`config.mk`:
```
export PLATFORM = sky130hd
export DESIGN_NAME = lfwk_top
export DESIGN_NICKNAME = d
export VERILOG_FILES = /design/src/design/lfwk_pkg.sv /design/src/design/lfwk_corr.sv /design/src/design/lfwk_div.sv /design/src/design/lfwk_top.sv
export VERILOG_INCLUDE_DIRS = /design/src /design/src/design
export SDC_FILE = /design/constraint.sdc
export NUM_CORES = 1
export LEC_CHECK = 0
export BUFFER_PORTS_ARGS = -buffer_cell sky130_fd_sc_hd__clkbuf_2
export CAP_MARGIN = 10
export CORE_UTILIZATION = 53
export CTS_CLUSTER_SIZE = 40
export DETAILED_ROUTE_END_ITERATION = 10
export GPL_ROUTABILITY_DRIVEN = 1
export PLACE_DENSITY = 0.76
export SYNTH_ARGS = -nofsm -noshare
export SYNTH_HDL_FRONTEND = slang
export SYNTH_SLANG_ARGS = --single-unit
```
`constraint.sdc`:
```
create_clock -name ref_clk -period 3.85 [get_ports ref_clk]
set_input_delay 0.385 -clock ref_clk [delete_from_list [all_inputs] [get_ports ref_clk]]
set_output_delay 0.385 -clock ref_clk [all_outputs]
set_load 0.1 [all_outputs]
```
`src/design/lfwk_defs.svh`:
```
// Purpose: Offsets, field positions, reset values and timing counts
// Assumes: 32-bit register words on a plain strobe port
// Notes:   Included by bare name
`ifndef LFWK_DEFS_SVH
`define LFWK_DEFS_SVH

// ==========================================================
// Register offsets
`define LFWK_OFF_CTRL   8'h00
`define LFWK_OFF_ANA    8'h04
`define LFWK_OFF_STAT   8'h08

// ==========================================================
// Field positions
`define LFWK_CTRL_DBL   0
`define LFWK_CTRL_TOL   1
`define LFWK_CTRL_CRST  3
`define LFWK_CTRL_WCLR  4
`define LFWK_CTRL_SLOPE 5
`define LFWK_ANA_EN     0
`define LFWK_ANA_ATT    3
`define LFWK_ANA_SHORT  6
`define LFWK_ANA_ROT    7
`define LFWK_STAT_WAKE  0
`define LFWK_STAT_HIT   1
`define LFWK_STAT_RUN   4

// ==========================================================
// Reset values
`define LFWK_CTRL_RST   6'h00
`define LFWK_ANA_RST    9'h007

// ==========================================================
// Pattern and timing
`define LFWK_PATTERN    16'h9669
`define LFWK_CLK_HZ     200_000_000
`define LFWK_XTAL_HZ    32_768
`define LFWK_HB_DIV     12
`define LFWK_ART_S      7200
`define LFWK_IDLE_HB    32
`define LFWK_DBL_WIN    18

`endif

```
`src/design/lfwk_pkg.sv`:
```
// Purpose: Types used by the wakeup correlator top
// Assumes: Nothing
// Notes:   Constants live in lfwk_defs.svh
`default_nettype none

package lfwk_pkg;

   typedef struct packed {
      logic       slope;
      logic       wclr;
      logic       crst;
      logic [1:0] tol;
      logic       dbl;
   } lfwk_ctrl_t;

   typedef struct packed {
      logic [1:0] rot;
      logic       shrt;
      logic [2:0] att;
      logic [2:0] en;
   } lfwk_ana_t;

   typedef enum logic {
      DBL_IDLE,
      DBL_ARMED
   } lfwk_dbl_t;

endpackage

`default_nettype wire

```
`src/design/lfwk_corr.sv`:
```
// Purpose: One channel correlator on the sliced half-bit stream
// Assumes: sample is one cycle per half-bit
// Notes:   Window restarts after each hit
`timescale 1ns/1ps
`default_nettype none
`include "lfwk_defs.svh"

module lfwk_corr (
   // Clock and reset
   input  wire logic       ref_clk,
   input  wire logic       rstn,
   // Stream
   input  wire logic       sample,
   input  wire logic       din,
   // Control
   input  wire logic       enable,
   input  wire logic       clr,
   input  wire logic [1:0] tol,
   // Result
   output var  logic       hit,
   output var  logic       running
);

   localparam logic [15:0] PAT = `LFWK_PATTERN;

   logic [15:0] sh;
   logic [15:0] cand;
   logic [4:0]  fill;
   logic [4:0]  zerr;
   logic [5:0]  idle;
   logic        match;

   always_comb begin
      cand = {sh[14:0], din};
      zerr = 5'h00;
      for (int i = 0; i < 16; i++) begin
         zerr = zerr + 5'(cand[i] & ~PAT[i]);
      end
      // All one half-bits exact, zero errors up to tol
      match = ((cand & PAT) == PAT) && (zerr <= {3'b000, tol})
              && (fill >= 5'd15);
   end

   always_ff @(posedge ref_clk) begin
      if (!rstn || clr || !enable) begin
         sh      <= '0;
         fill    <= '0;
         idle    <= '0;
         hit     <= 1'b0;
         running <= 1'b0;
      end else begin
         hit <= 1'b0;
         if (sample) begin
            if (din) begin
               // Data resumes a stopped correlator
               running <= 1'b1;
               idle    <= '0;
            end else if (idle == 6'(`LFWK_IDLE_HB - 1)) begin
               running <= 1'b0;
            end else begin
               idle <= idle + 1'b1;
            end
            if (running || din) begin
               if (match) begin
                  hit  <= 1'b1;
                  sh   <= '0;
                  fill <= '0;
               end else begin
                  sh   <= cand;
                  fill <= (fill == 5'd16) ? fill : fill + 1'b1;
               end
            end else begin
               sh   <= '0;
               fill <= '0;
            end
         end
      end
   end

endmodule

`default_nettype wire

```
`src/design/lfwk_div.sv`:
```
// Purpose: Enable-gated divider giving a one-cycle tick
// Assumes: en is a one-cycle pulse or a level
// Notes:   Tick is registered
`timescale 1ns/1ps
`default_nettype none

module lfwk_div #(
   parameter int unsigned DIV = 12,
   parameter int unsigned W   = 4
) (
   // Clock and reset
   input  wire logic ref_clk,
   input  wire logic rstn,
   // Rate
   input  wire logic en,
   output var  logic tick
);

   logic [W-1:0] cnt;

   always_ff @(posedge ref_clk) begin
      if (!rstn) begin
         cnt  <= '0;
         tick <= 1'b0;
      end else begin
         tick <= 1'b0;
         if (en) begin
            if (cnt == W'(DIV - 1)) begin
               cnt  <= '0;
               tick <= 1'b1;
            end else begin
               cnt <= cnt + 1'b1;
            end
         end
      end
   end

endmodule

`default_nettype wire

```
`src/design/lfwk_top.sv`:
```
// Purpose: Three-channel wakeup pattern correlator with wake output
// Assumes: Sliced data inputs synchronous to ref_clk
// Notes:   Crystal rate made by a divider enable
//
// What this block does
// - Sample half-bits at crystal clock divided by twelve.
// - One Manchester bit is two half-bits.
// - Each correlator finds the fixed 16 half-bit wakeup pattern.
// - Double option needs the pattern twice before waking.
// - Wake output low after a match, held low until cleared.
// - A control bit resets the correlators.
// - Correlator stops when idle and resumes on data.
// - Error tolerance is chosen by register.
// - Counter on the crystal clock wakes about every two hours.
// - Correlator logic runs on ref_clk, sampling on the crystal-rate divide-by-twelve tick.
// - Power-on reset returns registers to defaults.
// - Wake output high during power-on reset.
// - Wake output goes low when power-on reset ends.
// - Register field selects the antenna rotator mode.
// - Register bit switches each channel's input attenuator.
// - Register bit shorts the inputs for offset measurement.
// - Register bit chooses high or low amplifier slope.
// - Wake cleared by toggling the clear bit high then low.
// - Channel detections are ORed into one wake output.
// - All one half-bits exact; zero errors 0 to 3 allowed.
// - Pattern is Manchester 96 hex, MSB first.
`timescale 1ns/1ps
`default_nettype none
`include "lfwk_defs.svh"

module lfwk_top #(
   parameter int unsigned XTAL_DIV  = `LFWK_CLK_HZ / `LFWK_XTAL_HZ,
   parameter int unsigned ART_TICKS = `LFWK_ART_S * `LFWK_XTAL_HZ
) (
   // Clock and reset
   input  wire logic        ref_clk,
   input  wire logic        rstn,
   // Register port
   input  wire logic [7:0]  addr,
   input  wire logic [31:0] wdata,
   input  wire logic        wr,
   input  wire logic        rd,
   output var  logic [31:0] rdata,
   // Sliced half-bit streams
   input  wire logic [2:0]  hb_data,
   // Wake output, active low
   output var  logic        wake_n,
   // Analog controls
   output var  logic [2:0]  chan_en,
   output var  logic [2:0]  atten_en,
   output var  logic        input_short,
   output var  logic [1:0]  rot_sel,
   output var  logic        slope_high
);

   // =======================================================
   // Registers
   lfwk_pkg::lfwk_ctrl_t ctrl;
   lfwk_pkg::lfwk_ana_t  ana;
   lfwk_pkg::lfwk_dbl_t  dbl_state;

   logic        wr_ctrl;
   logic        wr_ana;
   logic        wclr_fall;
   logic [31:0] rd_val;

   assign wr_ctrl = wr && (addr == `LFWK_OFF_CTRL);
   assign wr_ana  = wr && (addr == `LFWK_OFF_ANA);
   // Clear acts on the high-to-low half of the toggle
   assign wclr_fall = wr_ctrl && ctrl.wclr
                      && !wdata[`LFWK_CTRL_WCLR];

   always_ff @(posedge ref_clk) begin
      if (!rstn) begin
         ctrl <= `LFWK_CTRL_RST;
      end else if (wr_ctrl) begin
         ctrl.dbl   <= wdata[`LFWK_CTRL_DBL];
         ctrl.tol   <= wdata[`LFWK_CTRL_TOL +: 2];
         ctrl.crst  <= wdata[`LFWK_CTRL_CRST];
         ctrl.wclr  <= wdata[`LFWK_CTRL_WCLR];
         ctrl.slope <= wdata[`LFWK_CTRL_SLOPE];
      end
   end

   always_ff @(posedge ref_clk) begin
      if (!rstn) begin
         ana <= `LFWK_ANA_RST;
      end else if (wr_ana) begin
         ana.en   <= wdata[`LFWK_ANA_EN +: 3];
         ana.att  <= wdata[`LFWK_ANA_ATT +: 3];
         ana.shrt <= wdata[`LFWK_ANA_SHORT];
         ana.rot  <= wdata[`LFWK_ANA_ROT +: 2];
      end
   end

   assign chan_en     = ana.en;
   assign atten_en    = ana.att;
   assign input_short = ana.shrt;
   assign rot_sel     = ana.rot;
   assign slope_high  = ctrl.slope;

   // =======================================================
   // Rate dividers
   logic xtal_tick;
   logic hb_tick;
   logic art_tick;

   // Crystal rate as an enable; no second clock domain
   lfwk_div #(
      .DIV (XTAL_DIV),
      .W   (16)
   ) u_xtal (
      .ref_clk (ref_clk),
      .rstn    (rstn),
      .en      (1'b1),
      .tick    (xtal_tick)
   );

   lfwk_div #(
      .DIV (`LFWK_HB_DIV),
      .W   (4)
   ) u_hb (
      .ref_clk (ref_clk),
      .rstn    (rstn),
      .en      (xtal_tick),
      .tick    (hb_tick)
   );

   lfwk_div #(
      .DIV (ART_TICKS),
      .W   (28)
   ) u_art (
      .ref_clk (ref_clk),
      .rstn    (rstn),
      .en      (xtal_tick),
      .tick    (art_tick)
   );

   // =======================================================
   // Correlators
   logic [2:0] hit;
   logic [2:0] run;
   logic       any_hit;

   generate
      for (genvar c = 0; c < 3; c++) begin : g_corr
         lfwk_corr u_corr (
            .ref_clk (ref_clk),
            .rstn    (rstn),
            .sample  (hb_tick),
            .din     (hb_data[c]),
            .enable  (ana.en[c]),
            .clr     (ctrl.crst),
            .tol     (ctrl.tol),
            .hit     (hit[c]),
            .running (run[c])
         );
      end
   endgenerate

   // Any channel may deliver either pattern of a pair
   assign any_hit = |hit;

   // =======================================================
   // Double pattern tracking
   logic [4:0] win;

   always_ff @(posedge ref_clk) begin
      if (!rstn || ctrl.crst || !ctrl.dbl) begin
         dbl_state <= lfwk_pkg::DBL_IDLE;
         win       <= '0;
      end else begin
         unique case (dbl_state)
            lfwk_pkg::DBL_IDLE: begin
               win <= '0;
               if (any_hit) begin
                  dbl_state <= lfwk_pkg::DBL_ARMED;
               end
            end
            lfwk_pkg::DBL_ARMED: begin
               // Second copy must complete within 18 half-bit ticks
               if (any_hit) begin
                  dbl_state <= lfwk_pkg::DBL_IDLE;
               end else if (hb_tick) begin
                  if (win == 5'(`LFWK_DBL_WIN - 1)) begin
                     dbl_state <= lfwk_pkg::DBL_IDLE;
                  end
                  win <= win + 1'b1;
               end
            end
         endcase
      end
   end

   // =======================================================
   // Wake output
   logic por_done;
   logic set_now;

   assign set_now = !por_done
                    || art_tick
                    || (any_hit && !ctrl.dbl)
                    || (any_hit && ctrl.dbl
                        && dbl_state == lfwk_pkg::DBL_ARMED);

   always_ff @(posedge ref_clk) begin
      if (!rstn) begin
         por_done <= 1'b0;
         wake_n   <= 1'b1;
      end else begin
         por_done <= 1'b1;
         // Set wins over a clear in the same cycle
         if (set_now) begin
            wake_n <= 1'b0;
         end else if (wclr_fall) begin
            wake_n <= 1'b1;
         end
      end
   end

   logic [2:0] hit_seen;

   always_ff @(posedge ref_clk) begin
      if (!rstn) begin
         hit_seen <= '0;
      end else begin
         hit_seen <= (hit_seen & ~{3{wclr_fall}}) | hit;
      end
   end

   // =======================================================
   // Read port
   always_comb begin
      rd_val = 32'h0000_0000;
      unique case (addr)
         `LFWK_OFF_CTRL: begin
            rd_val[`LFWK_CTRL_DBL]     = ctrl.dbl;
            rd_val[`LFWK_CTRL_TOL +: 2] = ctrl.tol;
            rd_val[`LFWK_CTRL_CRST]    = ctrl.crst;
            rd_val[`LFWK_CTRL_WCLR]    = ctrl.wclr;
            rd_val[`LFWK_CTRL_SLOPE]   = ctrl.slope;
         end
         `LFWK_OFF_ANA: begin
            rd_val[`LFWK_ANA_EN +: 3]  = ana.en;
            rd_val[`LFWK_ANA_ATT +: 3] = ana.att;
            rd_val[`LFWK_ANA_SHORT]    = ana.shrt;
            rd_val[`LFWK_ANA_ROT +: 2] = ana.rot;
         end
         `LFWK_OFF_STAT: begin
            rd_val[`LFWK_STAT_WAKE]     = !wake_n;
            rd_val[`LFWK_STAT_HIT +: 3] = hit_seen;
            rd_val[`LFWK_STAT_RUN +: 3] = run;
         end
         default: rd_val = 32'h0000_0000;
      endcase
   end

   // Data valid only in the cycle after the strobe
   always_ff @(posedge ref_clk) begin
      if (!rstn) begin
         rdata <= 32'h0000_0000;
      end else begin
         rdata <= rd ? rd_val : 32'h0000_0000;
      end
   end

   // =======================================================
   // Assertions
   property p_por_high;
      @(posedge ref_clk) !rstn |=> wake_n;
   endproperty
   a_por_high: assert property (p_por_high)
      else $error("wake not high during reset");

   property p_por_wake;
      @(posedge ref_clk) (!$past(rstn) && rstn) |=> !wake_n;
   endproperty
   a_por_wake: assert property (p_por_wake)
      else $error("no power-on wake after reset");

   property p_single_wake;
      @(posedge ref_clk) disable iff (!rstn)
      (any_hit && !ctrl.dbl) |=> !wake_n;
   endproperty
   a_single_wake: assert property (p_single_wake)
      else $error("match did not drive wake low");

   property p_first_of_two;
      @(posedge ref_clk) disable iff (!rstn)
      (ctrl.dbl && dbl_state == lfwk_pkg::DBL_IDLE && any_hit
       && wake_n && por_done && !art_tick)
      |=> wake_n ##0 dbl_state == lfwk_pkg::DBL_ARMED;
   endproperty
   a_first_of_two: assert property (p_first_of_two)
      else $error("single pattern woke in double mode");

   property p_clear;
      @(posedge ref_clk) disable iff (!rstn)
      (wclr_fall && !set_now) |=> wake_n;
   endproperty
   a_clear: assert property (p_clear)
      else $error("wake not released by clear toggle");

   property p_set_wins;
      @(posedge ref_clk) disable iff (!rstn)
      (wclr_fall && set_now) |=> !wake_n;
   endproperty
   a_set_wins: assert property (p_set_wins)
      else $error("clear beat a wake event");

   property p_hb_rate;
      @(posedge ref_clk) disable iff (!rstn)
      hb_tick |-> $past(xtal_tick);
   endproperty
   a_hb_rate: assert property (p_hb_rate)
      else $error("half-bit tick not on crystal tick");

   property p_art_wake;
      @(posedge ref_clk) disable iff (!rstn)
      art_tick |=> !wake_n;
   endproperty
   a_art_wake: assert property (p_art_wake)
      else $error("artificial wake missing");

   property p_corr_reset;
      @(posedge ref_clk) disable iff (!rstn)
      ctrl.crst |=> (hit == 3'b000) && (run == 3'b000);
   endproperty
   a_corr_reset: assert property (p_corr_reset)
      else $error("correlator ran while held in reset");

   property p_rot_write;
      @(posedge ref_clk) disable iff (!rstn)
      wr_ana |=> rot_sel == $past(wdata[`LFWK_ANA_ROT +: 2]);
   endproperty
   a_rot_write: assert property (p_rot_write)
      else $error("rotator field not written");

   property p_off_chan;
      @(posedge ref_clk) disable iff (!rstn)
      !ana.en[0] |=> !hit[0];
   endproperty
   a_off_chan: assert property (p_off_chan)
      else $error("disabled channel reported a hit");

   property p_cv_double;
      @(posedge ref_clk) disable iff (!rstn)
      dbl_state == lfwk_pkg::DBL_ARMED && any_hit;
   endproperty
   c_double: cover property (p_cv_double);

   property p_cv_single;
      @(posedge ref_clk) disable iff (!rstn)
      any_hit && !ctrl.dbl;
   endproperty
   c_single: cover property (p_cv_single);

   property p_cv_clear;
      @(posedge ref_clk) disable iff (!rstn)
      !wake_n ##1 wclr_fall ##1 wake_n;
   endproperty
   c_clear: cover property (p_cv_clear);

   property p_cv_art;
      @(posedge ref_clk) disable iff (!rstn)
      art_tick;
   endproperty
   c_art: cover property (p_cv_art);

endmodule

`default_nettype wire

```
Yosys cells after proc, flatten, opt, wreduce, memory -nomap -nowiden --
Cells that the tools add are included.
Word-level totals: bits in registers 193, input bits 47, output and inout bits 43, logic and storage cells 210
Cells by class: $add $sub $neg 31, order comparisons 6, equality and inequality tests 23, multiplexer cells 48, bitwise logic cells 9, reductions and logical operators 55
Operator list (number):
- $mux W15 | 6
- $add A5 B1 Y5 | 15
- $mux W5 | 11
- $mux W6 | 6
- $add A28 B1 Y28 const B | 1
- $eq A28 B28 Y1 const B | 1
- $mux W28 | 1
- $eq A8 B8 Y1 const B | 3
- $reduce_and A2 Y1 | 12
- $add A5 B1 Y5 const B | 4
- $eq A5 B5 Y1 const B | 4
- $mux W1 | 19
- $add A6 B1 Y6 const B | 3
- $eq A6 B5 Y1 const B | 3
- $pmux W6 S3 | 1
- $add A16 B1 Y16 const B | 1
- $eq A16 B13 Y1 const B | 1
- $ge A5 B4 Y1 const B | 3
- $le A5 B2 Y1 | 3
- $logic_and A1 B1 Y1 | 13
- $reduce_or A3 Y1 | 4
- $logic_or A1 B1 Y1 | 11
- $pmux W5 S2 | 1
- $add A2 B1 Y3 | 3
- 19 further kinds | 42

Depth between registers and ports, before layout --
Gate-level depths: netlist (run 1).
word-level depth 12, mapped depth 15, mapped depth without buffers 13

Cells and area by module --
Synthesis (run 1) repeated with hierarchy kept, for this count alone.
Second synthesis, totals: cell total of the unflattened synthesis 956, area, all modules 8473.1 um^2
By module, submodules not included:
- lfwk_corr | times used 3, cells each 163, area each 1440.1 um^2, seq. area each 560.5 um^2
- lfwk_top | times used 1, cells each 190, area each 1720.4 um^2, seq. area each 700.7 um^2
- lfwk_div (u_art) | times used 1, cells each 160, area each 1406.3 um^2, seq. area each 580.6 um^2
- lfwk_div (u_xtal) | times used 1, cells each 91, area each 795.8 um^2, seq. area each 340.3 um^2
- lfwk_div (u_hb) | times used 1, cells each 26, area each 230.2 um^2, seq. area each 100.1 um^2

Worst setup path before layout (run 1) --
No wires, ideal clock.
kind register -> register, start point register g_corr[1].u_corr.sh[0], end point register g_corr[1].u_corr.sh[10], library setup time 117 ps, arrival 4097 ps, setup slack -363 ps, stages on the path, launching flop included 16, buffers on the path 2, cells stage by stage dfxtp_1 > fa_1 > inv_1 > fa_1 > fa_1 > inv_1 > ha_1 > fa_1 > ha_1 > nor2b_1 > o21ai_0 > o2111ai_1 > and3_1 > clkbuf_1 > clkbuf_1 > a22o_1
Between the ends: word-level cells in the longest chain between the ends 12
Ends and longest elaborated chain:
- start, declared | line lfwk_corr.sv:26 | logic [15:0] sh;
- start signal, assigned | line lfwk_corr.sv:69 | sh <= cand;
- $add A1 B1 Y2 | line lfwk_corr.sv:37 | zerr = zerr + 5'(cand[i] & ~PAT[i]);
- $add A2 B1 Y3 | line lfwk_corr.sv:37
- $add A5 B1 Y5 (5 in series) | line lfwk_corr.sv:37
- $le A5 B2 Y1 | line lfwk_corr.sv:40 | match = ((cand & PAT) == PAT) && (zerr <= {3'b000, tol})
- $logic_and A1 B1 Y1 | line lfwk_corr.sv:40
- $logic_and A1 B1 Y1 | line lfwk_corr.sv:41 | && (fill >= 5'd15);
- $mux W15 | line lfwk_corr.sv:64 | if (match) begin
- $mux W15 | line lfwk_corr.sv:63 | if (running || din) begin
Every way passes these cells. A chain may end at the register's enable or synchronous reset.

Worst setup path in the final report (run 1) --
start point register g_corr[2].u_corr.sh[0], end point register g_corr[2].u_corr.sh[12]
Between the ends: word-level cells in the longest chain between the ends 12
Ends and longest elaborated chain (line):
- start, declared | lfwk_corr.sv:26
- start signal, assigned | lfwk_corr.sv:69
- $add A1 B1 Y2 | lfwk_corr.sv:37
- $add A2 B1 Y3 | lfwk_corr.sv:37
- $add A5 B1 Y5 (5 in series) | lfwk_corr.sv:37
- $le A5 B2 Y1 | lfwk_corr.sv:40
- $logic_and A1 B1 Y1 | lfwk_corr.sv:40
- $logic_and A1 B1 Y1 | lfwk_corr.sv:41
- $mux W15 | lfwk_corr.sv:64
- $mux W15 | lfwk_corr.sv:63
Every way passes these cells.

==> flow_metrics.env, run 1 <==
export IMPL_drc=0
export IMPL_ff2ff_setup_slack_ns=-0.04
export IMPL_status="finished, violations left"
export IMPL_layout_nets=1075
export IMPL_final_max_slew_viol_count=0
export IMPL_fin_crit_ns=3.888
export IMPL_layout_skew_ns=0.01165
export IMPL_numClockSinks=170
export IMPL_postLayoutCoreUtil_pct=63.09
export IMPL_crit_path_start="g_corr[2].u_corr.sh[0]"
export IMPL_critical_path_reg2reg_startpoint="g_corr[2].u_corr.sh[0]"
export IMPL_post_synth_top_area_cell="sky130_fd_sc_hd__dfxtp_1"
export IMPL_detail_route_vias_per_cell=5.641
export IMPL_route_detailed_wl_per_inst_um=14.68
export IMPL_worstSetupStartpointType="register"
export IMPL_timing_slew_headroom_pct=26.21
export IMPL_core_region_area_mm2=0.01475
export IMPL_cts_buffers=17
export IMPL_hp_class="in2reg"
export IMPL_tritoncts="built"
export IMPL_die_width_um=126.0
export IMPL_place_gp_congestion=0.8037
export IMPL_synth_async_reset_ratio_pct=0
export IMPL_chipHeight_um=126.0
export IMPL_postSynthCellCount=938
export IMPL_count_of_flip_flops_with_a_built_in_enable_after_synthesis=0
export IMPL_fp_dieArea_mm2=0.01586
export IMPL_initial_utilization_pct=55.19
export IMPL_syn_area_mm2=0.008143
export IMPL_ir_worst_vdd_mv=0.3500
export IMPL_worst_slew_pin_transition_ns=1.099
export IMPL_route_antenna_remaining_nets=0
export IMPL_wl_mm=17.32
export IMPL_setup_viol=23
export IMPL_failing_checks="setup timing"
export IMPL_drv_max_cap_violation_count=0
export IMPL_criticalPathCategory="reg2reg"
export IMPL_setup_total_negative_slack_ns=-0.4324
export IMPL_routedLengthMet1_mm=8.003
export IMPL_worst_reg2reg_endpoint="g_corr[2].u_corr.sh[12]"
export IMPL_antenna_diode_count=0
export IMPL_grt_start_max_net_pins=52
export IMPL_leakagePower_nw=3.637
export IMPL_ys_dominant_reg_cell="sky130_fd_sc_hd__dfxtp_1"
export IMPL_cts_htree_levels=4
export IMPL_ctsRootBufferMaster="sky130_fd_sc_hd__clkbuf_16"
export IMPL_route_met3_wl_um=571
export IMPL_yosys_warnings=0
export IMPL_latest_clock_arrival_within_the_worst_skew_pair_ns=0.44
export IMPL_clockBufferDepth=2
export IMPL_power_density_relative_to_cell_area_mw_per_mm2=385.0
export IMPL_most_common_library_cells_after_synthesis="170 x sky130_fd_sc_hd__dfxtp_1, 132 x sky130_fd_sc_hd__nor2_1, 64 x sky130_fd_sc_hd__nand2_1"
export IMPL_synth_top_cells_by_area="sky130_fd_sc_hd__dfxtp_1 42%, sky130_fd_sc_hd__nor2_1 6.1%, sky130_fd_sc_hd__ha_1 5.1%, sky130_fd_sc_hd__nand4_1 3.7%, sky130_fd_sc_hd__a21oi_1 3.5%"
export IMPL_worst_endpoint_required_ns=4.16
export IMPL_critPathMaxFanout=7
export IMPL_placed_cells_incl_taps=1139
export IMPL_synth_cell_types=58
export IMPL_first_global_vias=6229
export IMPL_yosys_register_bits=170
export IMPL_top_signal_layer_used="met5"
export IMPL_final_hold_viol_count=0
export IMPL_synth_top_cell_area_share_pct=41.79
export IMPL_min_period_over_period_pct=101.0
export IMPL_drtIter0Drc=400
export IMPL_route_vias_total=6656
export IMPL_cts_clk_slew_worst_paths_ns=0.06
export IMPL_detailed_place_hpwl_mm=11.11
export IMPL_drt_first_pass_iters=5
export IMPL_synth_most_common_cell="sky130_fd_sc_hd__dfxtp_1"
export IMPL_grt_first_pass_wirelength_mm=29.01
export IMPL_grt_overflow_total=0
export IMPL_globalRouteTotalUtil_pct=22.55
export IMPL_crit_path_end="g_corr[2].u_corr.sh[12]"
export IMPL_worst_endpoint_arrival_ns=4.20
export IMPL_rsz0062_at_grt="true"
export IMPL_ys_seq_area_share_pct=41.79
export IMPL_number_of_antenna_violations_at_the_first_check_in_global_routing=1
export IMPL_layout_area_overhead_vs_synth_pct=14.32
export IMPL_post_route_cells_drive_above_1_share_pct=14.26
export IMPL_synthesis_area_per_instance_um2=8.681
export IMPL_critical_path_endpoint_type="register"
export IMPL_finalWorstSetupSlack_ns=-0.03823
export IMPL_post_layout_nonfiller_instances=1180
export IMPL_met2_routed_length_mm=8.495
export IMPL_placement_rows=44
export IMPL_io_port_bufs=43
export IMPL_clock_fmax_mhz=257.2
export IMPL_design_portCount=90
export IMPL_worst_r2r_cell_count=14
[routing by layer]
| metal | track usage (%) | vias to the layer above |
|---|---|---|
| met3 | 4.291 | 20 |
| met5 | 0 | - |
| met1 | 28.63 | 3185 |
| met4 | 9.426 | 2 |
| met2 | 37.57 | 108 |
| li1 | - | 3341 |
[how the worst min path moves through the flow]
stage | from | to | slack, ns | cells past startpoint
3_3_place_gp | u_art.tick | wake_n | 0.41 | 1
4_1_cts | wdata[2] | chan_en[2] | 0.17 | 3
2_1_floorplan | u_art.tick | wake_n | 0.40 | 1
5_1_grt | wdata[0] | chan_en[0] | 0.18 | 3
3_5_place_dp | u_art.tick | wake_n | 0.43 | 1
6_report | wdata[2] | chan_en[2] | 0.18 | 3
[placed cells by master (no fill, tap or decap), types with 19 or more instances in the layout]
cell,synthesis,layout
sky130_fd_sc_hd__nand2_1,64,63
sky130_fd_sc_hd__nor3_1,22,21
sky130_fd_sc_hd__nor2_1,132,132
sky130_fd_sc_hd__o21ai_0,24,19
sky130_fd_sc_hd__conb_1,1,23
sky130_fd_sc_hd__clkbuf_2,0,43
sky130_fd_sc_hd__nand3_1,35,32
sky130_fd_sc_hd__mux2i_1,28,28
sky130_fd_sc_hd__ha_1,33,29
sky130_fd_sc_hd__nand4_1,48,48
sky130_fd_sc_hd__inv_1,55,55
sky130_fd_sc_hd__dfxtp_1,170,165
sky130_fd_sc_hd__a21oi_1,57,52
sky130_fd_sc_hd__xor2_1,30,30
[power breakdown]
group          switching (W)  internal, W  total [W]
combinational       0.000165    0.0000249   0.000190
clock               0.000726     0.000902    0.00163
sequential        0.00000365      0.00176    0.00177
[through the flow]
| stage | setup slack [ns] | total power [W] | hold WS (ns) | cell area [um2] |
|---|---|---|---|---|
| 6_report | -0.03823 | 0.003584 | 0.1761 | 9309 |
| 5_1_grt | -0.2101 | 0.003692 | 0.1849 | 9309 |
| 4_1_cts | -0.1012 | 0.003605 | 0.1654 | 9105 |
| 3_5_place_dp | -0.1282 | 0.001990 | 0.4319 | 8467 |
| 3_3_place_gp | -0.07973 | 0.001989 | 0.4108 | 8467 |
| 2_1_floorplan | -0.1363 | 0.001976 | 0.3963 | 8250 |
[cell type report]
type / instances / area, um2
inverter: 56 / 210.2
fill: 1199 / 5445
multi-input combinational: 668 / 4438
tap: 184 / 230.2
clock buffer: 21 / 480.5
timing repair buffer: 70 / 455.4
clock inverter: 11 / 85.08
sequential: 170 / 3410
[critical path, cell delays in order, from the launching register on]
cell	delay, ns
sky130_fd_sc_hd__dfxtp_2	0.33
sky130_fd_sc_hd__fa_1	0.53
sky130_fd_sc_hd__inv_1	0.05
sky130_fd_sc_hd__fa_1	0.45
sky130_fd_sc_hd__fa_1	0.52
sky130_fd_sc_hd__inv_1	0.05
sky130_fd_sc_hd__ha_2	0.17
sky130_fd_sc_hd__fa_1	0.43
sky130_fd_sc_hd__ha_1	0.30
sky130_fd_sc_hd__nor2b_1	0.13
sky130_fd_sc_hd__o21ai_1	0.15
sky130_fd_sc_hd__o2111ai_2	0.26
sky130_fd_sc_hd__buf_6	0.23
sky130_fd_sc_hd__nand4_1	0.10
sky130_fd_sc_hd__a21oi_1	0.07
[registers in the layout (all words and copies together), names as in the netlist, 2 cells and up]
signal / cells
win: 5
hit_seen: 3
g_corr.u_corr.hit: 3
rot_sel: 2
u_xtal.cnt: 16
g_corr.u_corr.fill: 15
g_corr.u_corr.sh: 45
u_hb.cnt: 4
rdata: 9
atten_en: 3
g_corr.u_corr.running: 3
g_corr.u_corr.idle: 18
chan_en: 3
ctrl: 5
u_art.cnt: 28
[kinds of logic after synthesis]
kind of cell             after synthesis  synth area share, %
adder cells (fa/ha/maj)               45                8.021
buffers and inverters                123                6.976
multiplexers                          28                3.442
XOR/XNOR                              45                4.840
other                                  1              0.04605
flip-flops                           170                41.79
AO/OA/AOI/OAI                        147                11.51
AND/OR/NAND/NOR                      379                23.37
[repair_timing]
| item | CTS | global route |
|---|---|---|
| setup endpoints to repair | 52 | 61 |
| setup buffers | 2 | 2 |
| resized for setup | 15 | 35 |
| cloned | 3 | 2 |
| hold buffers | 0 | 0 |
| pin swaps | 17 | 55 |
Note: power is estimated with default switching activity, not from simulation.
==> run 2: changes to the inputs <==
- CORE_UTILIZATION: 53 -> 50
- GPL_TIMING_DRIVEN: default -> 0
- PLACE_DENSITY: 0.76 -> 0.72
==> run 2 against run 1 <==
The run still ends with setup timing left. Clock skew down 0.0044 ns. Cell area up 5.1%. Power grew 4.2%. Register-to-register slack got worse by 0.15 ns. Final cell count rose by 7.5%. Sequential power about the same. Die area increased by 5.9%. Non-clock buffer count rose by 57. Global-route usage rose by 0.97 points. Sequential cell count is the same. Combinational power up 12%. First-iteration DRC count rose by 11%. Largest cell class unchanged. Largest power group unchanged.
==> flow_metrics.env, run 2 (synthesis results as in run 1) <==
export IMPL_io_port_bufs=42
export IMPL_worstSetupStartpointType="register"
export IMPL_drtIter0Drc=442
export IMPL_tritoncts="built"
export IMPL_ir_worst_vdd_mv=0.3429
export IMPL_multi_input_comb_area_mm2=0.004483
export IMPL_design_portCount=90
export IMPL_largest_registers="g_corr.u_corr.sh (45), u_art.cnt (28), g_corr.u_corr.idle (18)"
export IMPL_place_worst_setup_slack_ns=-0.3865
export IMPL_placed_cell_area_mm2=0.008731
export IMPL_fillCellCount=1385
export IMPL_die_width_um=129.6
export IMPL_grt_overflow_total=0
export IMPL_leakagePower_nw=3.873
export IMPL_postLayoutCoreUtil_pct=61.59
export IMPL_cts_hold_buffers=0
export IMPL_power_density_relative_to_cell_area_mw_per_mm2=381.5
export IMPL_latest_clock_arrival_within_the_worst_skew_pair_ns=0.43
export IMPL_chipHeight_um=129.6
export IMPL_post_route_cells_drive_above_1_share_pct=15.51
export IMPL_route_detailed_wl_per_inst_um=15.17
export IMPL_clockBufferDepth=2
export IMPL_final_max_slew_viol_count=0
export IMPL_route_vias_total=6964
export IMPL_ctsRootBufferMaster="sky130_fd_sc_hd__clkbuf_16"
export IMPL_layout_nets=1131
export IMPL_globalRouteTotalUtil_pct=23.52
export IMPL_worst_endpoint_required_ns=4.15
export IMPL_sequential_cell_area_mm2=0.003407
export IMPL_critical_path_endpoint_type="register"
export IMPL_drt_first_pass_iters=5
export IMPL_number_of_antenna_violations_at_the_first_check_in_global_routing=1
export IMPL_layout_area_overhead_vs_synth_pct=20.16
export IMPL_cts_htree_levels=4
export IMPL_rsz0062_at_grt="true"
export IMPL_min_period_over_period_pct=104.8
export IMPL_most_frequent_standard_cell_in_the_layout_excluding_fill_and_tap_cells="sky130_fd_sc_hd__dfxtp_1"
export IMPL_placement_rows=46
export IMPL_hp_class="in2reg"
export IMPL_fin_crit_ns=4.037
export IMPL_fp_dieArea_mm2=0.01680
export IMPL_grt_start_max_net_pins=17
export IMPL_drv_max_cap_violation_count=0
export IMPL_criticalPathCategory="reg2reg"
export IMPL_layout_skew_ns=0.007249
export IMPL_place_gp_congestion=0.8280
export IMPL_wl_mm=19.23
export IMPL_core_region_area_mm2=0.01589
export IMPL_status="finished, violations left"
export IMPL_mostFrequentLayoutCells="167 x sky130_fd_sc_hd__dfxtp_1, 132 x sky130_fd_sc_hd__nor2_1, 63 x sky130_fd_sc_hd__nand2_1"
export IMPL_critPathMaxFanout=5
export IMPL_largest_register_ffs=45
export IMPL_final_hold_viol_count=0
export IMPL_timing_slew_headroom_pct=34.14
export IMPL_cts_buffers=17
export IMPL_grt_first_pass_wirelength_mm=30.96
export IMPL_setup_viol=35
export IMPL_setup_total_negative_slack_ns=-3.659
export IMPL_clock_fmax_mhz=247.7
export IMPL_first_global_vias=6434
export IMPL_route_antenna_remaining_nets=0
export IMPL_worst_endpoint_arrival_ns=4.34
export IMPL_cts_clk_slew_worst_paths_ns=0.06
export IMPL_initial_utilization_pct=51.26
export IMPL_failing_checks="setup timing"
export IMPL_detail_route_vias_per_cell=5.492
export IMPL_finalWorstSetupSlack_ns=-0.1867
export IMPL_numClockSinks=170
export IMPL_detailed_place_hpwl_mm=12.76
export IMPL_worst_slew_pin_transition_ns=0.9789
export IMPL_drc=0
export IMPL_final_cell_area_mm2=0.009784
export IMPL_max_flop_register="g_corr.u_corr.sh"
## run 2: cell count changes in the layout (fill, tap and decap cells not counted), moves of 3 or more
cell | before | now
sky130_fd_sc_hd__buf_4 | 17 | 34
sky130_fd_sc_hd__bufinv_16 | 0 | 3
sky130_fd_sc_hd__a32oi_1 | 13 | 9
sky130_fd_sc_hd__a32oi_2 | 1 | 5
sky130_fd_sc_hd__o21ai_1 | 7 | 4
sky130_fd_sc_hd__nor2b_4 | 0 | 3
sky130_fd_sc_hd__clkbuf_1 | 0 | 30
sky130_fd_sc_hd__o21ai_2 | 1 | 4
sky130_fd_sc_hd__buf_8 | 0 | 8
sky130_fd_sc_hd__nor2b_1 | 9 | 6
sky130_fd_sc_hd__buf_1 | 0 | 7
## run 2: worst max-delay path, cell delays in order (launching register included)
cell	delay, ns
sky130_fd_sc_hd__dfxtp_2	0.33
sky130_fd_sc_hd__fa_1	0.53
sky130_fd_sc_hd__inv_1	0.05
sky130_fd_sc_hd__fa_1	0.47
sky130_fd_sc_hd__fa_1	0.50
sky130_fd_sc_hd__inv_1	0.04
sky130_fd_sc_hd__ha_2	0.18
sky130_fd_sc_hd__fa_1	0.53
sky130_fd_sc_hd__ha_4	0.21
sky130_fd_sc_hd__nor2b_4	0.12
sky130_fd_sc_hd__o21ai_2	0.16
sky130_fd_sc_hd__nand4_1	0.19
sky130_fd_sc_hd__buf_6	0.20
sky130_fd_sc_hd__buf_8	0.13
sky130_fd_sc_hd__a32oi_2	0.20
sky130_fd_sc_hd__nor2_1	0.05
## run 2: cell type report
| class | instances | share of cell area (%) |
|---|---|---|
| Multi-Input combinational cell | 667 | 45.82 |
| Tap cell | 216 | 2.762 |
| Clock inverter | 7 | 1.164 |
| Timing Repair Buffer | 61 | 4.143 |
| Clock buffer | 24 | 4.923 |
| Antenna cell | 1 | 0.02558 |
| Sequential cell | 170 | 34.82 |
| Buffer | 66 | 4.194 |
| Inverter | 56 | 2.148 |
## run 2: final timing paths
kind | from | to | slack, ns | cells after the start
setup / recovery | g_corr[0].u_corr.sh[0] | g_corr[0].u_corr.sh[3] | -0.19 | 15
hold / removal | wdata[7] | rot_sel[0] | 0.19 | 3
setup reg to reg | g_corr[0].u_corr.sh[0] | g_corr[0].u_corr.sh[3] | -0.19 | 15
hold reg to reg | u_art.tick | wake_n | 0.41 | 1
## run 2: layer usage
layer	vias up	global-route usage [%]	share of wire, %
li1	3453	-	-
met1	3313	29.08	45
met2	160	40.08	48
met3	38	4.707	3.9
met4	0	9.439	2.2
met5	-	0	0
## run 2: where the power goes
part           internal (W)  switching, W
logic             0.0000416      0.000170
clock network       0.00107      0.000686
registers           0.00176    0.00000342
total               0.00287      0.000860
## run 2: per-stage QoR
stage / hold WS [ns] / std cells / total power (W)
floorplan: 0.3963 / 960 / 0.001976
global placement: 0.4112 / 1218 / 0.002013
detailed placement: 0.4100 / 1218 / 0.002013
CTS: 0.1706 / 1263 / 0.003753
global route: 0.1709 / 1267 / 0.003841
finish: 0.1867 / 1268 / 0.003733
## run 2: timing repair
action / in CTS / in global routing
setup endpoints to repair: 56 / 62
gates resized for setup: 31 / 44
buffers inserted: 11 / 4
hold endpoints to repair: 0 / 0
pin swaps: 35 / 28
gates cloned: 4 / 1
